`src/rtl/strap_cfg_pkg.sv`:
```
package strap_cfg_pkg;

   // widths of the management register port
   localparam int ADDR_W = 5;
   localparam int DATA_W = 16;

   // strap pins, packed as they are sampled
   typedef struct packed {
      logic [3:0] op_code;
      logic [2:0] station_address_strap;
      logic       ref_clock_out_enable;
      logic       indicator_style_select;
   } strap_s;

   // auto-negotiation advertisement set
   typedef struct packed {
      logic g_fd;
      logic g_hd;
      logic f_fd;
      logic f_hd;
      logic t_fd;
      logic t_hd;
   } adv_s;

   typedef enum {OP_RESERVED, OP_NAND_TREE, OP_POWER_DOWN, OP_RGMII} op_mode_e;

   // operating-mode codes
   localparam logic [3:0] CODE_NAND_TREE  = 4'h4;
   localparam logic [3:0] CODE_POWER_DOWN = 4'h7;
   localparam logic [3:0] CODE_RGMII_GFD  = 4'hC;
   localparam logic [3:0] CODE_RGMII_GALL = 4'hD;
   localparam logic [3:0] CODE_RGMII_NOGH = 4'hE;
   localparam logic [3:0] CODE_RGMII_ALL  = 4'hF;

   // upper management address bits
   localparam logic [1:0] ADDR_HIGH_BITS = 2'h0;

   // register offsets
   localparam logic [ADDR_W-1:0] REG_STRAP = 5'h10;
   localparam logic [ADDR_W-1:0] REG_MODE  = 5'h11;
   localparam logic [ADDR_W-1:0] REG_OVR   = 5'h12;

   // override register fields
   localparam int OVR_EN_BIT     = 0;
   localparam int OVR_ADV_LSB    = 1;
   localparam int OVR_LED_BIT    = 7;
   localparam int OVR_REFCLK_BIT = 8;

   // mode register fields
   localparam int MODE_ADV_LSB    = 0;
   localparam int MODE_RGMII_BIT  = 6;
   localparam int MODE_NAND_BIT   = 7;
   localparam int MODE_PDOWN_BIT  = 8;
   localparam int MODE_RSVD_BIT   = 9;
   localparam int MODE_LED_BIT    = 10;
   localparam int MODE_REFCLK_BIT = 11;
   localparam int MODE_VALID_BIT  = 12;

   // strap register fields
   localparam int STRAP_RAW_LSB  = 0;
   localparam int STRAP_ADDR_LSB = 9;

   // reset values and capture timing
   localparam logic [DATA_W-1:0] OVR_RST       = 16'h0000;
   localparam strap_s            STRAP_RST     = '0;
   localparam logic [1:0]        SETTLE_CYCLES = 2'h2;

   function automatic op_mode_e decode_mode(input logic [3:0] code);
      op_mode_e m;
      m = OP_RESERVED;
      if (code == CODE_NAND_TREE) begin
         m = OP_NAND_TREE;
      end else if (code == CODE_POWER_DOWN) begin
         m = OP_POWER_DOWN;
      end else if (code[3:2] == 2'h3) begin
         m = OP_RGMII;
      end
      return m;
   endfunction

   function automatic adv_s decode_adv(input logic [3:0] code);
      adv_s a;
      a = '0;
      unique case (code)
         CODE_RGMII_GFD:  a = 6'h20;
         CODE_RGMII_GALL: a = 6'h30;
         CODE_RGMII_NOGH: a = 6'h2F;
         CODE_RGMII_ALL:  a = 6'h3F;
         default:         a = '0;
      endcase
      return a;
   endfunction

endpackage

```
`src/rtl/strap_config_latch.sv`:
```
// The address map and the plain strobed port were left to the implementer.
`timescale 1ns/100ps
module strap_config_latch (
   // clock and reset
   input  wire logic                            core_clk_in,
   input  wire logic                            rst_n_in,
   // strap pins
   input  wire strap_cfg_pkg::strap_s           strap_pins_in,
   // management register port
   input  wire logic [strap_cfg_pkg::ADDR_W-1:0] reg_addr_in,
   input  wire logic [strap_cfg_pkg::DATA_W-1:0] reg_wdata_in,
   input  wire logic                            reg_wr_in,
   input  wire logic                            reg_rd_in,
   output logic      [strap_cfg_pkg::DATA_W-1:0] reg_rdata_out,
   // decoded configuration
   output logic      [4:0]                      station_address_out,
   output logic                                 config_valid_out,
   output logic                                 nand_tree_out,
   output logic                                 power_down_out,
   output logic                                 rgmii_out,
   output logic                                 reserved_code_out,
   output strap_cfg_pkg::adv_s                  adv_out,
   output logic                                 ref_clock_out_enable_out,
   output logic                                 single_indicator_style_select_out
);
   import strap_cfg_pkg::*;

   strap_s                  sync1_q;
   strap_s                  sync2_q;
   strap_s                  captured_q;
   logic   [1:0]            settle_q;
   logic                    valid_q;
   logic   [DATA_W-1:0]     ovr_q;
   logic   [DATA_W-1:0]     rdata_q;
   logic   [3:0]            code_w;
   op_mode_e                mode_w;
   adv_s                    adv_d;
   logic                    led_d;
   logic                    refclk_d;
   logic                    ovr_en_w;
   logic   [DATA_W-1:0]     mode_reg_w;
   logic   [DATA_W-1:0]     strap_reg_w;

   ////////////////////////////////////////////////////////////////////////////
   // strap synchroniser; board levels are not tied to our clock
   always_ff @(posedge core_clk_in) begin
      if (!rst_n_in) begin
         sync1_q <= STRAP_RST;
         sync2_q <= STRAP_RST;
      end else begin
         sync1_q <= strap_pins_in;
         sync2_q <= sync1_q;
      end
   end

   // capture once the synchroniser holds post-release levels
   always_ff @(posedge core_clk_in) begin
      if (!rst_n_in) begin
         settle_q   <= '0;
         valid_q    <= 1'b0;
         captured_q <= STRAP_RST;
      end else begin
         if (settle_q != SETTLE_CYCLES) begin
            settle_q <= settle_q + 2'h1;
         end
         if (settle_q == SETTLE_CYCLES && !valid_q) begin
            captured_q <= sync2_q;
            valid_q    <= 1'b1;
         end
         // no other path updates captured_q, so later pin changes are ignored
      end
   end

   a_capture_value: assert property (@(posedge core_clk_in) disable iff (!rst_n_in)
      $rose(valid_q) |-> captured_q == $past(sync2_q))
      else $error("captured straps differ from synchronised pins");

   a_capture_timing: assert property (@(posedge core_clk_in) disable iff (!rst_n_in)
      $rose(valid_q) |-> $past(settle_q) == SETTLE_CYCLES && $past(settle_q, 2) == 2'h1)
      else $error("strap capture at wrong cycle after reset");

   a_capture_stable: assert property (@(posedge core_clk_in) disable iff (!rst_n_in)
      valid_q && $past(valid_q) |-> $stable(captured_q))
      else $error("captured straps changed without reset");

   ////////////////////////////////////////////////////////////////////////////
   // override register; software can replace the strap-derived advertisement, indicator and reference-clock settings
   always_ff @(posedge core_clk_in) begin
      if (!rst_n_in) begin
         ovr_q <= OVR_RST;
      end else if (reg_wr_in && reg_addr_in == REG_OVR) begin
         ovr_q <= reg_wdata_in;
      end
   end

   a_ovr_write: assert property (@(posedge core_clk_in) disable iff (!rst_n_in)
      reg_wr_in && reg_addr_in == REG_OVR |=> ovr_q == $past(reg_wdata_in))
      else $error("override register not written");

   a_ovr_read: assert property (@(posedge core_clk_in) disable iff (!rst_n_in)
      reg_rd_in && reg_addr_in == REG_OVR |=> reg_rdata_out == $past(ovr_q))
      else $error("override register read back wrong");

   ////////////////////////////////////////////////////////////////////////////
   // decode and effective settings
   assign code_w   = captured_q.op_code;
   assign mode_w   = decode_mode(code_w);
   assign ovr_en_w = ovr_q[OVR_EN_BIT];

   always_comb begin
      adv_d    = decode_adv(code_w);
      led_d    = captured_q.indicator_style_select;
      refclk_d = captured_q.ref_clock_out_enable;
      if (ovr_en_w) begin
         adv_d    = ovr_q[OVR_ADV_LSB +: 6];
         led_d    = ovr_q[OVR_LED_BIT];
         refclk_d = ovr_q[OVR_REFCLK_BIT];
      end
      if (mode_w != OP_RGMII) begin
         adv_d = '0;
      end
   end

   // outputs stay quiet until the straps are in
   always_ff @(posedge core_clk_in) begin
      if (!rst_n_in) begin
         config_valid_out         <= 1'b0;
         nand_tree_out            <= 1'b0;
         power_down_out           <= 1'b0;
         rgmii_out                <= 1'b0;
         reserved_code_out        <= 1'b0;
         adv_out                  <= '0;
         ref_clock_out_enable_out <= 1'b0;
         single_indicator_style_select_out      <= 1'b0;
         station_address_out      <= '0;
      end else begin
         config_valid_out         <= valid_q;
         nand_tree_out            <= valid_q && mode_w == OP_NAND_TREE;
         power_down_out           <= valid_q && mode_w == OP_POWER_DOWN;
         rgmii_out                <= valid_q && mode_w == OP_RGMII;
         reserved_code_out        <= valid_q && mode_w == OP_RESERVED;
         adv_out                  <= valid_q ? adv_d : '0;
         ref_clock_out_enable_out <= valid_q && refclk_d;
         single_indicator_style_select_out      <= valid_q && led_d;
         station_address_out      <= valid_q ? {ADDR_HIGH_BITS, captured_q.station_address_strap} : '0;
      end
   end

   a_mode_decode: assert property (@(posedge core_clk_in) disable iff (!rst_n_in)
      $past(valid_q) |-> nand_tree_out == ($past(code_w) == CODE_NAND_TREE)
                      && power_down_out == ($past(code_w) == CODE_POWER_DOWN)
                      && rgmii_out == ($past(code_w[3:2]) == 2'h3))
      else $error("mode decode wrong");

   a_adv_decode: assert property (@(posedge core_clk_in) disable iff (!rst_n_in)
      $past(valid_q) && !$past(ovr_en_w) && rgmii_out |-> adv_out == decode_adv($past(code_w)))
      else $error("advertisement set wrong");

   a_refclk_follow: assert property (@(posedge core_clk_in) disable iff (!rst_n_in)
      $past(valid_q) && !$past(ovr_en_w)
      |-> ref_clock_out_enable_out == $past(captured_q.ref_clock_out_enable))
      else $error("reference clock enable does not follow strap");

   a_led_follow: assert property (@(posedge core_clk_in) disable iff (!rst_n_in)
      $past(valid_q) && !$past(ovr_en_w)
      |-> single_indicator_style_select_out == $past(captured_q.indicator_style_select))
      else $error("indicator mode does not follow strap");

   a_station_addr: assert property (@(posedge core_clk_in) disable iff (!rst_n_in)
      valid_q |=> station_address_out[4:3] == ADDR_HIGH_BITS
               && station_address_out[2:0] == $past(captured_q.station_address_strap))
      else $error("management address wrong");

   a_quiet_before_valid: assert property (@(posedge core_clk_in) disable iff (!rst_n_in)
      !valid_q |=> !config_valid_out && !nand_tree_out && !power_down_out && !rgmii_out
                && !reserved_code_out && adv_out == '0 && station_address_out == '0)
      else $error("outputs active before straps captured");

   a_reserved_flag: assert property (@(posedge core_clk_in) disable iff (!rst_n_in)
      $past(valid_q) |-> reserved_code_out == !(nand_tree_out || power_down_out || rgmii_out))
      else $error("reserved flag disagrees with mode outputs");

   a_adv_quiet: assert property (@(posedge core_clk_in) disable iff (!rst_n_in)
      !rgmii_out |-> adv_out == '0)
      else $error("advertisement set outside RGMII mode");

   ////////////////////////////////////////////////////////////////////////////
   // register read path; unmapped offsets read zero
   assign strap_reg_w = {2'h0, ADDR_HIGH_BITS, captured_q.station_address_strap, captured_q};
   assign mode_reg_w  = {3'h0, valid_q, refclk_d, led_d, mode_w == OP_RESERVED,
                         mode_w == OP_POWER_DOWN, mode_w == OP_NAND_TREE, mode_w == OP_RGMII, adv_d};

   always_ff @(posedge core_clk_in) begin
      if (!rst_n_in) begin
         rdata_q <= '0;
      end else if (reg_rd_in) begin
         unique case (reg_addr_in)
            REG_STRAP: rdata_q <= strap_reg_w;
            REG_MODE:  rdata_q <= mode_reg_w;
            REG_OVR:   rdata_q <= ovr_q;
            default:   rdata_q <= '0;
         endcase
      end else begin
         rdata_q <= '0;
      end
   end

   assign reg_rdata_out = rdata_q;

   // read data stands one cycle only, so an idle bus must read zero
   a_read_idle: assert property (@(posedge core_clk_in) disable iff (!rst_n_in)
      !reg_rd_in |=> reg_rdata_out == '0)
      else $error("read data not cleared");

   a_strap_read: assert property (@(posedge core_clk_in) disable iff (!rst_n_in)
      reg_rd_in && reg_addr_in == REG_STRAP
      |=> reg_rdata_out[STRAP_ADDR_LSB +: 5] == {ADDR_HIGH_BITS, $past(captured_q.station_address_strap)})
      else $error("strap register address field wrong");

endmodule

```
`config.mk`:
```
export PLATFORM = sky130hd
export DESIGN_NAME = strap_config_latch
export DESIGN_NICKNAME = d
export VERILOG_FILES = /design/src/rtl/strap_cfg_pkg.sv /design/src/rtl/strap_config_latch.sv
export SDC_FILE = /design/constraint.sdc
export NUM_CORES = 1
export LEC_CHECK = 0
export ABC_AREA = 1
export BUFFER_PORTS_ARGS = -buffer_cell sky130_fd_sc_hd__buf_4
export CORE_ASPECT_RATIO = 1.4
export CORE_UTILIZATION = 25
export DETAILED_ROUTE_END_ITERATION = 10
export PLACE_DENSITY = 0.44
export SLEW_MARGIN = 30
export SYNTH_ARGS = -nofsm -noshare
export SYNTH_HDL_FRONTEND = slang
export SYNTH_SLANG_ARGS = --single-unit
```
`constraint.sdc`:
```
create_clock -name core_clk_in -period 1.5 [get_ports core_clk_in]
set_clock_uncertainty 0.2 [all_clocks]
set_input_delay 0.45 -clock core_clk_in [delete_from_list [all_inputs] [get_ports core_clk_in]]
set_output_delay 0.45 -clock core_clk_in [all_outputs]
set_load 0.02 [all_outputs]
```
# After elaboration in Yosys (flattened, before gate mapping)
# Index checks and enable logic that the tools add are counted.
[classes]
addsub = 1
n_eq_ne = 16
mux = 9
reduce_logical = 12
[op_table]
columns = ["operator", "n"]
rows = [
  ["equality test 32 x 3 -> 1 bit (second input constant)", 2],
  ["case mux 16 bit (3 select lines)", 1],
  ["equality test 32 x 2 -> 1 bit (second input constant)", 1],
  ["zero test 32 bit", 1],
  ["inequality test 32 x 3 -> 1 bit (second input constant)", 1],
  ["case mux 6 bit (4 select lines)", 1],
  ["equality test 4 bit (second input constant)", 4],
  ["equality test 5 bit (second input constant)", 3],
  ["2-to-1 mux 6 bit", 2],
  ["equality test 4 x 3 -> 1 bit (second input constant)", 2],
  ["logical AND 1 bit", 8],
  ["2-to-1 mux 2 bit", 3],
  ["equality test 2 bit (second input constant)", 2],
  ["AND reduction 2 bit", 2],
  ["adder 2 x 1 -> 2 bit (second input constant)", 1],
  ["2-to-1 mux 1 bit", 2],
  ["inequality test 2 bit (second input constant)", 1],
  ["zero test 1 bit", 1],
]
[totals]
regBits = 80
inputBits = 34
output_inout_bits = 34
word_cells = 69

# Longest topological paths before layout
# Gate-level depths: netlist (run 1).
[logic_depth]
ltp_word = 7
ltp_mapped = 8
depth_no_buf = 7

# Least setup slack after synthesis (run 1)
# OpenSTA, ideal clock, no wires.
[synth_timing]
path_kind = "flip-flop to flip-flop"
from = "register settle_q[0]"
to = "register captured_q, in the netlist code_w[2]"
setup_time_ns = 0.119
t_arrival_ns = 1.237
required_ns = 1.181
setup_slack_ns = -0.057
stages_incl_launch_ff = 9
path_buffers = 2
period_less_slack_ns = 1.557
path_cell_list = "dfxtp_1 -> inv_1 -> ha_1 -> inv_1 -> or2_1 -> buf_2 -> buf_2 -> o21ai_1 -> a21oi_1"
[synth_via]
elab_chain_len = 2
[synth_rtl]
columns = ["element", "line", "text"]
rows = [
  ["start, declared", "strap_config_latch.sv:31", "logic [1:0] settle_q;"],
  ["start signal, assigned", "strap_config_latch.sv:64", "settle_q <= settle_q + 2'h1;"],
  ["equality test 2 bit", "strap_config_latch.sv:66", "if (settle_q == SETTLE_CYCLES && !valid_q) begin"],
  ["logical AND 1 bit", "strap_config_latch.sv:66", ""],
  ["end signal, assigned", "strap_config_latch.sv:67", "captured_q <= sync2_q;"],
  ["end, declared", "strap_config_latch.sv:30", "strap_s captured_q;"],
]
# Every way passes these cells.
# A chain may end at the register's enable or synchronous reset.

# Final worst setup path (run 1)
[layout_timing]
from = "register rdata_q[12], in the netlist reg_rdata_out[12]"
to = "output port reg_rdata_out[12] (netlist bit)"
[layout_rtl]
columns = ["element", "line", "text"]
rows = [
  ["start, declared", "strap_config_latch.sv:34", "logic [DATA_W-1:0] rdata_q;"],
  ["start signal, assigned", "strap_config_latch.sv:198", "REG_STRAP: rdata_q <= strap_reg_w;"],
  ["start signal, assigned", "strap_config_latch.sv:199", "REG_MODE: rdata_q <= mode_reg_w;"],
  ["start signal, assigned", "strap_config_latch.sv:200", "REG_OVR: rdata_q <= ovr_q;"],
  ["end, declared", "strap_config_latch.sv:14", "output logic [strap_cfg_pkg::DATA_W-1:0] reg_rdata_out,"],
]
# No word-level cell between the ends.

==> out/results.txt, run 1 <==
worst r2r src: settle_q[0]
Skew-Pair Late Insertion Delay: 0.34 ns
YS warnings: 0
port bufs: 65
worst path buffer plus inverter count: 1
Gate power share: 0.148
Hold WC Path Type: in -> reg
placed cell count: 579
final setup vio count: 0
area share of and/or/nand/nor cells after synthesis: 0.251
adder-cell area share of the yosys netlist: 0.00430
Die H: 130 um
Finished Core Util: 0.351
critical path's slowest cell: dfxtp_1
max_cap viols: 0
antenna violations before repair: 0
Routed Antenna Nets: 0
WP data required: 0.85 ns
Pre-Repair DR Iteration Count: 4
vias per cell: 4.30
post-synthesis compound-gate area fraction: 0.107
CP max FO: 1
sequential cell fraction of total power: 0.444
largest family of logic cells by synthesized area: simple AND/OR/NAND/NOR gates
Synth area leaders: dfxtp_1, nor2_1, nand2_1
CP Capture Type: output port
CORE AREA: 0.0113 mm2
P_leak: 1.86 nW
Design Power: 5.30 mW
post-synthesis xor/xnor area fraction: 0
worst path cell trace: buf_4
Site Rows: 46
min cycle time layout: 1.46 ns
H-tree Lvls: 3
GR Overflow Total: 0
Post-Route WL: 7110 um
post-synthesis mux area share: 0
VDD IR max: 0.463 mV
drt drc: 0
P_sw: 1.35 mW
most frequent cells in the layout: buf_4, dfxtp_1, nor2_1
placer congestion estimate: 0.824
Switching Share: 0.255
PD cells: 1330 mW/mm2
Synth Register Bits: 78
Finished Layout Cells: 596
Die ar.: 0.0121 mm2
RSZ-0062 raised after global routing: yes
Yosys cell types: 28
register area share after synthesis: 0.537
Final Hold Vio Count: 0
CP arrival: 0.81 ns
Max Slew Vio Count: 0
vias: 2565
hold path startpoint: strap_pins_in[3]
clock buffer depth: 2
post-synth top area cell: dfxtp_1
ratio of cells with drive above 1 in the final layout: 0.274
ant diodes: 0
Internal: 3.95 mW
initial drt markers: 116
Critical path origin: reg_rdata_out[12]
delay-heaviest family, CP: flip-flops
kind of critical path: reg -> out
outcome: complete, no violations
Die Wd: 93.1 um
WL/cell: 11.9 um
Syn Std Cell Area: 0.00291 mm2
most common cell after layout, fill and taps aside: buf_4
gr usage total: 0.126
max incr delay on CP: 0.33 ns
hold_buf cts: 0
fin nets: 483
number of global-route vias before repair: 2431
Fmax: 683 MHz
HPWL after DPL: 5480 um
CTS tree: yes
largest net degree at the start of global routing: 26
critical path startpoint category: flip-flop
synthesis-to-finish area growth: 36.9%
global-route wire length before repair: 11500 um
root buffer cell: clkbuf_16
Synth Area per Inst: 7.96 um2
Clock transition at path regs: 0.06 ns
post-synth top area share: 0.537
final worst path period share: 0.976
cell count after synthesis: 365
cts bufs inserted: 9
CTS sink count: 78
IO Count: 68
Starting Density: 0.256
clock group share of total power: 0.408
-- repair_timing --
item	4_1_cts	5_1_grt
gates resized for setup	1	11
gates cloned	0	1
endpoints found under the setup margin	9	27
buffers inserted	0	1
hold endpoints to repair	0	0
pin swaps	0	1
-- worst paths after layout --
path / to / slack [ns] / cells past startpoint
setup / recovery: reg_rdata_out[12] / 0.04 / 1
hold / removal: sync1_q[3] / 0.09 / 3
setup reg to reg: code_w[0] / 0.06 / 6
hold reg to reg: sync2_q[3] / 0.21 / 2
-- cells by family (layout without fill, tap and decap cells) --
| family | Yosys count | count (layout) |
|---|---|---|
| and+or+nand+nor | 159 | 160 |
| DFF | 78 | 78 |
| buffers and inverters | 65 | 150 |
| AOI/OAI and AO/OA | 61 | 61 |
| adders and majority gates | 1 | 1 |
| other | 1 | 2 |
-- power groups by stage --
stage / Sequential, mW / Clock (mW) / Combinational [mW]
after global routing: 2.37 / 2.31 / 0.891
after floorplan: 2.37 / 0 / 0.422
after detailed placement: 2.39 / 0 / 0.738
after global placement: 2.39 / 0 / 0.728
final: 2.35 / 2.16 / 0.788
after CTS: 2.35 / 2.21 / 0.748
-- layout make-up --
| cell class | instances | area (um2) |
|---|---|---|
| inverters | 46 | 174 |
| flip-flops and latches | 78 | 1560 |
| repair buffers | 89 | 672 |
| multi-input cells | 224 | 1090 |
| clock inverters | 3 | 43.8 |
| clock buffers | 12 | 256 |
| well taps | 144 | 180 |
| fillers | 1234 | 7360 |
-- stage by stage --
stage | worst slack (ns) | setup TNS, ns | area, um2 | hold WS, ns
floorplan | -0.000393 | -0.000393 | 2930 | 0.190
finish | 0.0367 | 0 | 3980 | 0.0931
global placement | -0.253 | -6.10 | 3640 | 0.198
global route | -0.0126 | -0.0276 | 3980 | 0.0924
detailed placement | -0.296 | -7.41 | 3640 | 0.200
CTS | 0.0213 | 0 | 3940 | 0.0808
-- Yosys cell counts --
library cell and number:
nand4_4 1, buf_4 4, nand2_1 58, nor2_1 59
buf_8 1, a21oi_1 30, nand3_4 1, a21oi_2 1
nor2_2 1, conb_1 1, clkinv_2 1, ha_1 1
or2_1 1, inv_1 42, o21a_1 1, nor2_4 3
inv_2 2, clkinv_1 1, nor3_1 3, buf_2 6
nand3_1 10, nand4_1 21, dfxtp_1 78, o21ai_0 22
o21ai_1 7, nand3_2 1, clkbuf_1 7, buf_6 1
-- layer usage --
layer	vias to the layer above	wire [um]	GRT usage
li1	1326	-	-
met1	1166	3090	0.147
met2	60	3510	0.207
met3	13	287	0.0252
met4	0	228	0.0860
met5	-	0	0
-- sequential cells by signal, indices dropped and copies added, names as in the netlist --
name	count
ovr_q	16
reg_rdata_out	16
sync1_q	9
sync2_q	9
adv_out	6
captured_q	5
code_w	4
station_address_out	3
settle_q	2
config_valid_out	1
nand_tree_out	1
power_down_out	1
ref_clock_out_enable_out	1
reserved_code_out	1
rgmii_out	1
single_indicator_style_select_out	1
valid_q	1
-- worst min-delay path, cell delays in order --
cell and delay [ns]:
buf_4 0.07, nand2_1 0.04, inv_1 0.04
(Power assumes the default switching activity.)
==> inputs of run 2 (changes only) <==
--- a/config.mk
+++ b/config.mk
@@ -10,7 +10,7 @@
 export CORE_ASPECT_RATIO = 1.4
 export CORE_UTILIZATION = 25
 export DETAILED_ROUTE_END_ITERATION = 10
-export PLACE_DENSITY = 0.44
+export PLACE_DENSITY = 0.42
 export SLEW_MARGIN = 30
 export SYNTH_ARGS = -nofsm -noshare
 export SYNTH_HDL_FRONTEND = slang
==> constraint.sdc (replaced) <==
create_clock -name core_clk_in -period 1.4 [get_ports core_clk_in]
set_clock_uncertainty 0.2 [all_clocks]
set_input_delay 0.42 -clock core_clk_in [delete_from_list [all_inputs] [get_ports core_clk_in]]
set_output_delay 0.42 -clock core_clk_in [all_outputs]
set_load 0.02 [all_outputs]
==> out/results.txt, run 2 (synthesis results as in run 1) <==
most common cell after layout, fill and taps aside: nor2_1
highest layer used for signal routing: met4
critical path startpoint category: flip-flop
CTS tree: yes
Starting Density: 0.256 (unchanged)
synthesis-to-finish area growth: 45.5%
routed wl met3: 273 um (-4.9%)
outcome: complete, no violations
VDD IR max: 0.472 mV (+1.8%)
max_cap viols: 0 (unchanged)
number of global-route vias before repair: 2459 (+1.2%)
Die ar.: 0.0121 mm2 (unchanged)
GR Overflow Total: 0 (unchanged)
final worst path period share: 0.999
delay-heaviest family, CP: flip-flops
fin nets: 486 (+0.62%)
fin worst setup slack: 0.00176 ns (-0.0350 ns)
critical path's slowest cell: dfxtp_2
Design Area, Final: 0.00423 mm2 (+6.3%)
WL/cell: 12.1 um (+1.1%)
worst path buffer plus inverter count: 1 (unchanged)
Finished Layout Cells: 599 (+0.50%)
global-route wire length before repair: 11700 um (+1.7%)
Setup WS pre-CTS: -0.279 ns (+0.0177 ns)
worst path cell trace: buf_6
placer congestion estimate: 0.851 (+3.3%)
vias: 2544 (-0.82%)
Fmax: 715 MHz
RSZ-0062 raised after global routing: yes
Hold WC Path Type: in -> reg
CTS sink count: 78 (unchanged)
root buffer cell: clkbuf_16
H-tree Lvls: 3 (unchanged)
gr usage total: 0.129 (+0.00320)
Post-Route WL: 7230 um (+1.6%)
most frequent cells in the layout: nor2_1, nand2_1, buf_4
routed wl met2: 3550 um (+1.2%)
Design Power: 5.60 mW (+5.6%)
Site Rows: 46 (unchanged)
Cell Area, Placed: 0.00372 mm2 (+2.1%)
clock buffer depth: 2 (unchanged)
cts bufs inserted: 9 (unchanged)
antenna violations before repair: 0 (unchanged)
Routed Antenna Nets: 0 (unchanged)
Die H: 130 um (unchanged)
placed cell count: 583 (+0.69%)
ratio of cells with drive above 1 in the final layout: 0.367 (+0.0927)
vias per cell: 4.25 (-1.3%)
Pre-Repair DR Iteration Count: 4 (unchanged)
port bufs: 65 (unchanged)
PD cells: 1320 mW/mm2 (-0.62%)
kind of critical path: reg -> out
max incr delay on CP: 0.32 ns (about the same)
WP data required: 0.78 ns (-0.07 ns)
largest net degree at the start of global routing: 27 (+3.8%)
wire length on met1: 3140 um (+1.7%)
initial drt markers: 78 (-33%)
drt drc: 0 (unchanged)
HPWL after DPL: 5530 um (+0.97%)
Filler Cells Inserted: 1235 (+0.081%)
Die Wd: 93.1 um (unchanged)
WHS: 0.0652 ns (-0.0279 ns)
ant diodes: 0 (unchanged)
Clock transition at path regs: 0.06 ns (about the same)
CP Capture Type: output port
Final Hold Vio Count: 0 (unchanged)
CP arrival: 0.78 ns (-0.03 ns)
final setup vio count: 0 (unchanged)
CP max FO: 1 (unchanged)
CORE AREA: 0.0113 mm2 (unchanged)
min cycle time layout: 1.40 ns
Skew-Pair Late Insertion Delay: 0.33 ns (about the same)
IO Count: 68 (unchanged)
post-CTS setup repair buffer count: 0 (unchanged)
P_leak: 1.92 nW (+3.2%)
Max Slew Vio Count: 0 (unchanged)
-- run 2: repair_timing --
item                                    in CTS  in global routing
endpoints found under the setup margin      39                 47
cloned                                       1                  0
gates resized for setup                     55                 37
hold buffers                                 0                  0
pin swaps                                    2                  1
-- run 2: final timing paths --
path | slack [ns] | endpoint | cells after the start | startpoint
hold / removal | 0.07 | sync1_q[7] | 3 | strap_pins_in[7]
hold reg to reg | 0.21 | sync2_q[3] | 2 | sync1_q[3]
setup reg to reg | 0.02 | code_w[1] | 5 | settle_q[1]
setup / recovery | 0.002 | reg_rdata_out[12] | 1 | reg_rdata_out[12]
-- run 2: layout make-up --
type,count,area [um2],share of cell area
repair buffers,92,860,0.203
well taps,144,180,0.0426
clock inverters,3,20.0,0.00473
flip-flops and latches,78,1600,0.379
clock buffers,12,256,0.0606
multi-input cells,224,1140,0.269
inverters,46,174,0.0411
-- run 2: per-layer routing --
layer / vias to the layer above / GRT usage
li1: 1332 / -
met1: 1126 / 0.148
met2: 72 / 0.216
met3: 14 / 0.0323
met4: 0 / 0.0787
met5: - / 0
-- run 2: stage by stage --
step                TNS [ns]  utilization
finish                     0        0.373
detailed placement     -7.69        0.328
floorplan             -0.350            -
CTS                  -0.0654        0.365
global placement       -7.23        0.328
global route          -0.247        0.373
-- run 2: where the power goes --
group / switching [mW] / internal, mW / leakage [nW]
registers: 0.136 / 2.40 / 0.651
logic: 0.501 / 0.447 / 1.14
clock network: 0.840 / 1.28 / 0.131
total: 1.48 / 4.13 / 1.92
==> inputs of run 3 (changes only) <==
--- a/config.mk
+++ b/config.mk
@@ -10,6 +10,7 @@
 export CORE_ASPECT_RATIO = 1.4
 export CORE_UTILIZATION = 25
 export DETAILED_ROUTE_END_ITERATION = 10
+export MAX_ROUTING_LAYER = met4
 export PLACE_DENSITY = 0.42
 export SLEW_MARGIN = 30
 export SYNTH_ARGS = -nofsm -noshare
==> out/results.txt, run 3 (synthesis results as in run 1) <==
most used routing layer: met2
CP arrival: 0.78 ns (about the same)
Final Hold Vio Count: 0 (unchanged)
clock group share of total power: 0.377 (-0.002)
most frequent cells in the layout: nor2_1, nand2_1, buf_4
initial drt markers: 63 (-19%)
sequential cell area: 0.00160 mm2 (about the same)
PD cells: 1330 mW/mm2 (+0.19%)
max_cap viols: 0 (unchanged)
ant diodes: 0 (unchanged)
failing checks: negative setup slack
HPWL after DPL: 5590 um (+1.1%)
fin worst setup slack: -0.000654 ns (-0.00241 ns)
max incr delay on CP: 0.32 ns (about the same)
CP Capture Type: output port
area occupied by multi-input gates: 0.00115 mm2 (+1.2%)
final setup vio count: 1 (+1)
vias per cell: 4.27 (+0.64%)
Hold WC Path Type: in -> reg
RSZ-0062 raised after global routing: yes
Pre-Repair DR Iteration Count: 5 (+1)
H-tree Lvls: 3 (unchanged)
sequential cell fraction of total power: 0.448 (-0.004)
outcome: complete, but fails checks
Clock transition at path regs: 0.06 ns (about the same)
vias: 2573 (+1.1%)
Site Rows: 46 (unchanged)
antenna violations before repair: 0 (unchanged)
met2 Track Usage GR: 0.213 (-0.00260)
WL/cell: 12.2 um (+1.0%)
Fmax: 714 MHz (-0.17%)
critical path's slowest cell: dfxtp_2
P_leak: 1.94 nW (+1.0%)
hold_buf cts: 0 (unchanged)
worst path cell trace: buf_6
kind of critical path: reg -> out
r2r setup slk: 0.03 ns (about the same)
Die H: 130 um (unchanged)
Gate power share: 0.175 (+0.006)
Routed Antenna Nets: 0 (unchanged)
delay-heaviest family, CP: flip-flops
VDD IR max: 0.589 mV (+25%)
GR Overflow Total: 0 (unchanged)
WHS: 0.0596 ns (-0.00555 ns)
CTS tree: yes
largest net degree at the start of global routing: 20 (-26%)
Post-Route WL: 7340 um (+1.5%)
Internal: 4.10 mW (-0.60%)
Finished Core Util: 0.375 (+0.00232)
WP data required: 0.78 ns (about the same)
CP max FO: 1 (unchanged)
P_sw: 1.55 mW (+4.8%)
CORE AREA: 0.0113 mm2 (unchanged)
root buffer cell: clkbuf_16
Max Slew Vio Count: 0 (unchanged)
Design Power: 5.65 mW (+0.81%)
placer congestion estimate: 0.870 (+2.2%)
worst path buffer plus inverter count: 1 (unchanged)
total negative slack: -0.000654 ns (-0.000654 ns)
CTS sink count: 78 (unchanged)
Starting Density: 0.256 (unchanged)
Skew-Pair Late Insertion Delay: 0.34 ns (about the same)
final worst path period share: 1.00 (+0.00172)
global-route wire length before repair: 11700 um (-0.59%)
Filler Cells Inserted: 1201 (-2.8%)
most common cell after layout, fill and taps aside: nor2_1
GR Util met1: 0.152 (+0.00380)
IO Count: 68 (unchanged)
critical path startpoint category: flip-flop
drt drc: 0 (unchanged)
ratio of cells with drive above 1 in the final layout: 0.380 (+0.0129)
cts bufs inserted: 9 (unchanged)
gr usage total: 0.134 (+0.00477)
synthesis-to-finish area growth: 46.4%
number of global-route vias before repair: 2417 (-1.7%)
port bufs: 65 (unchanged)
GR Util met3: 0.0305 (-0.00176)
Switching Share: 0.274 (+0.0103)
Die ar.: 0.0121 mm2 (unchanged)
fin nets: 488 (+0.41%)
min cycle time layout: 1.40 ns (+0.00241 ns)
Setup WS pre-CTS: -0.273 ns (+0.00605 ns)
Die Wd: 93.1 um (unchanged)
clock buffer depth: 2 (unchanged)
[run 3: worst paths after layout]
check                                  startpoint                end  cells after the start
worst max register to register        settle_q[0]      captured_q[0]                      6
worst max-delay path            reg_rdata_out[10]  reg_rdata_out[10]                      1
worst min register to register         sync1_q[2]         sync2_q[2]                      2
worst min-delay path             strap_pins_in[7]         sync1_q[7]                      3
[run 3: layout make-up]
cell class | instances | share of cell area
Clock inverter | 5 | 0.00823
Tap cell | 144 | 0.0423
Sequential cell | 78 | 0.377
Inverter | 46 | 0.0412
Clock buffer | 11 | 0.0570
Timing Repair Buffer | 94 | 0.205
Multi-Input combinational cell | 224 | 0.270
[run 3: power groups by stage]
| stage | clock [mW] | combinational, mW | sequential [mW] |
|---|---|---|---|
| after CTS | 2.21 | 0.912 | 2.53 |
| after floorplan | 0 | 0.459 | 2.54 |
| final | 2.13 | 0.991 | 2.53 |
| after detailed placement | 0 | 0.837 | 2.56 |
| after global placement | 0 | 0.831 | 2.56 |
| after global routing | 2.30 | 1.11 | 2.55 |
[run 3: metal layers]
layer,share of wire,vias up
li1,-,1335
met1,0.43,1144
met2,0.49,72
met3,0.045,22
met4,0.037,0
met5,0,-
[run 3: per-stage QoR]
step	cells	area, um2
CTS	601	4190
detailed placement	584	3720
finish	602	4260
global placement	584	3720
global route	602	4260
floorplan	366	2940
[run 3: timing repair]
item | 4_1_cts | 5_1_grt
hold endpoints to repair | 0 | 0
cloned | 1 | 0
endpoints found under the setup margin | 44 | 46
pin swaps | 1 | 2
buffers inserted | 0 | 1
gates resized for setup | 71 | 25
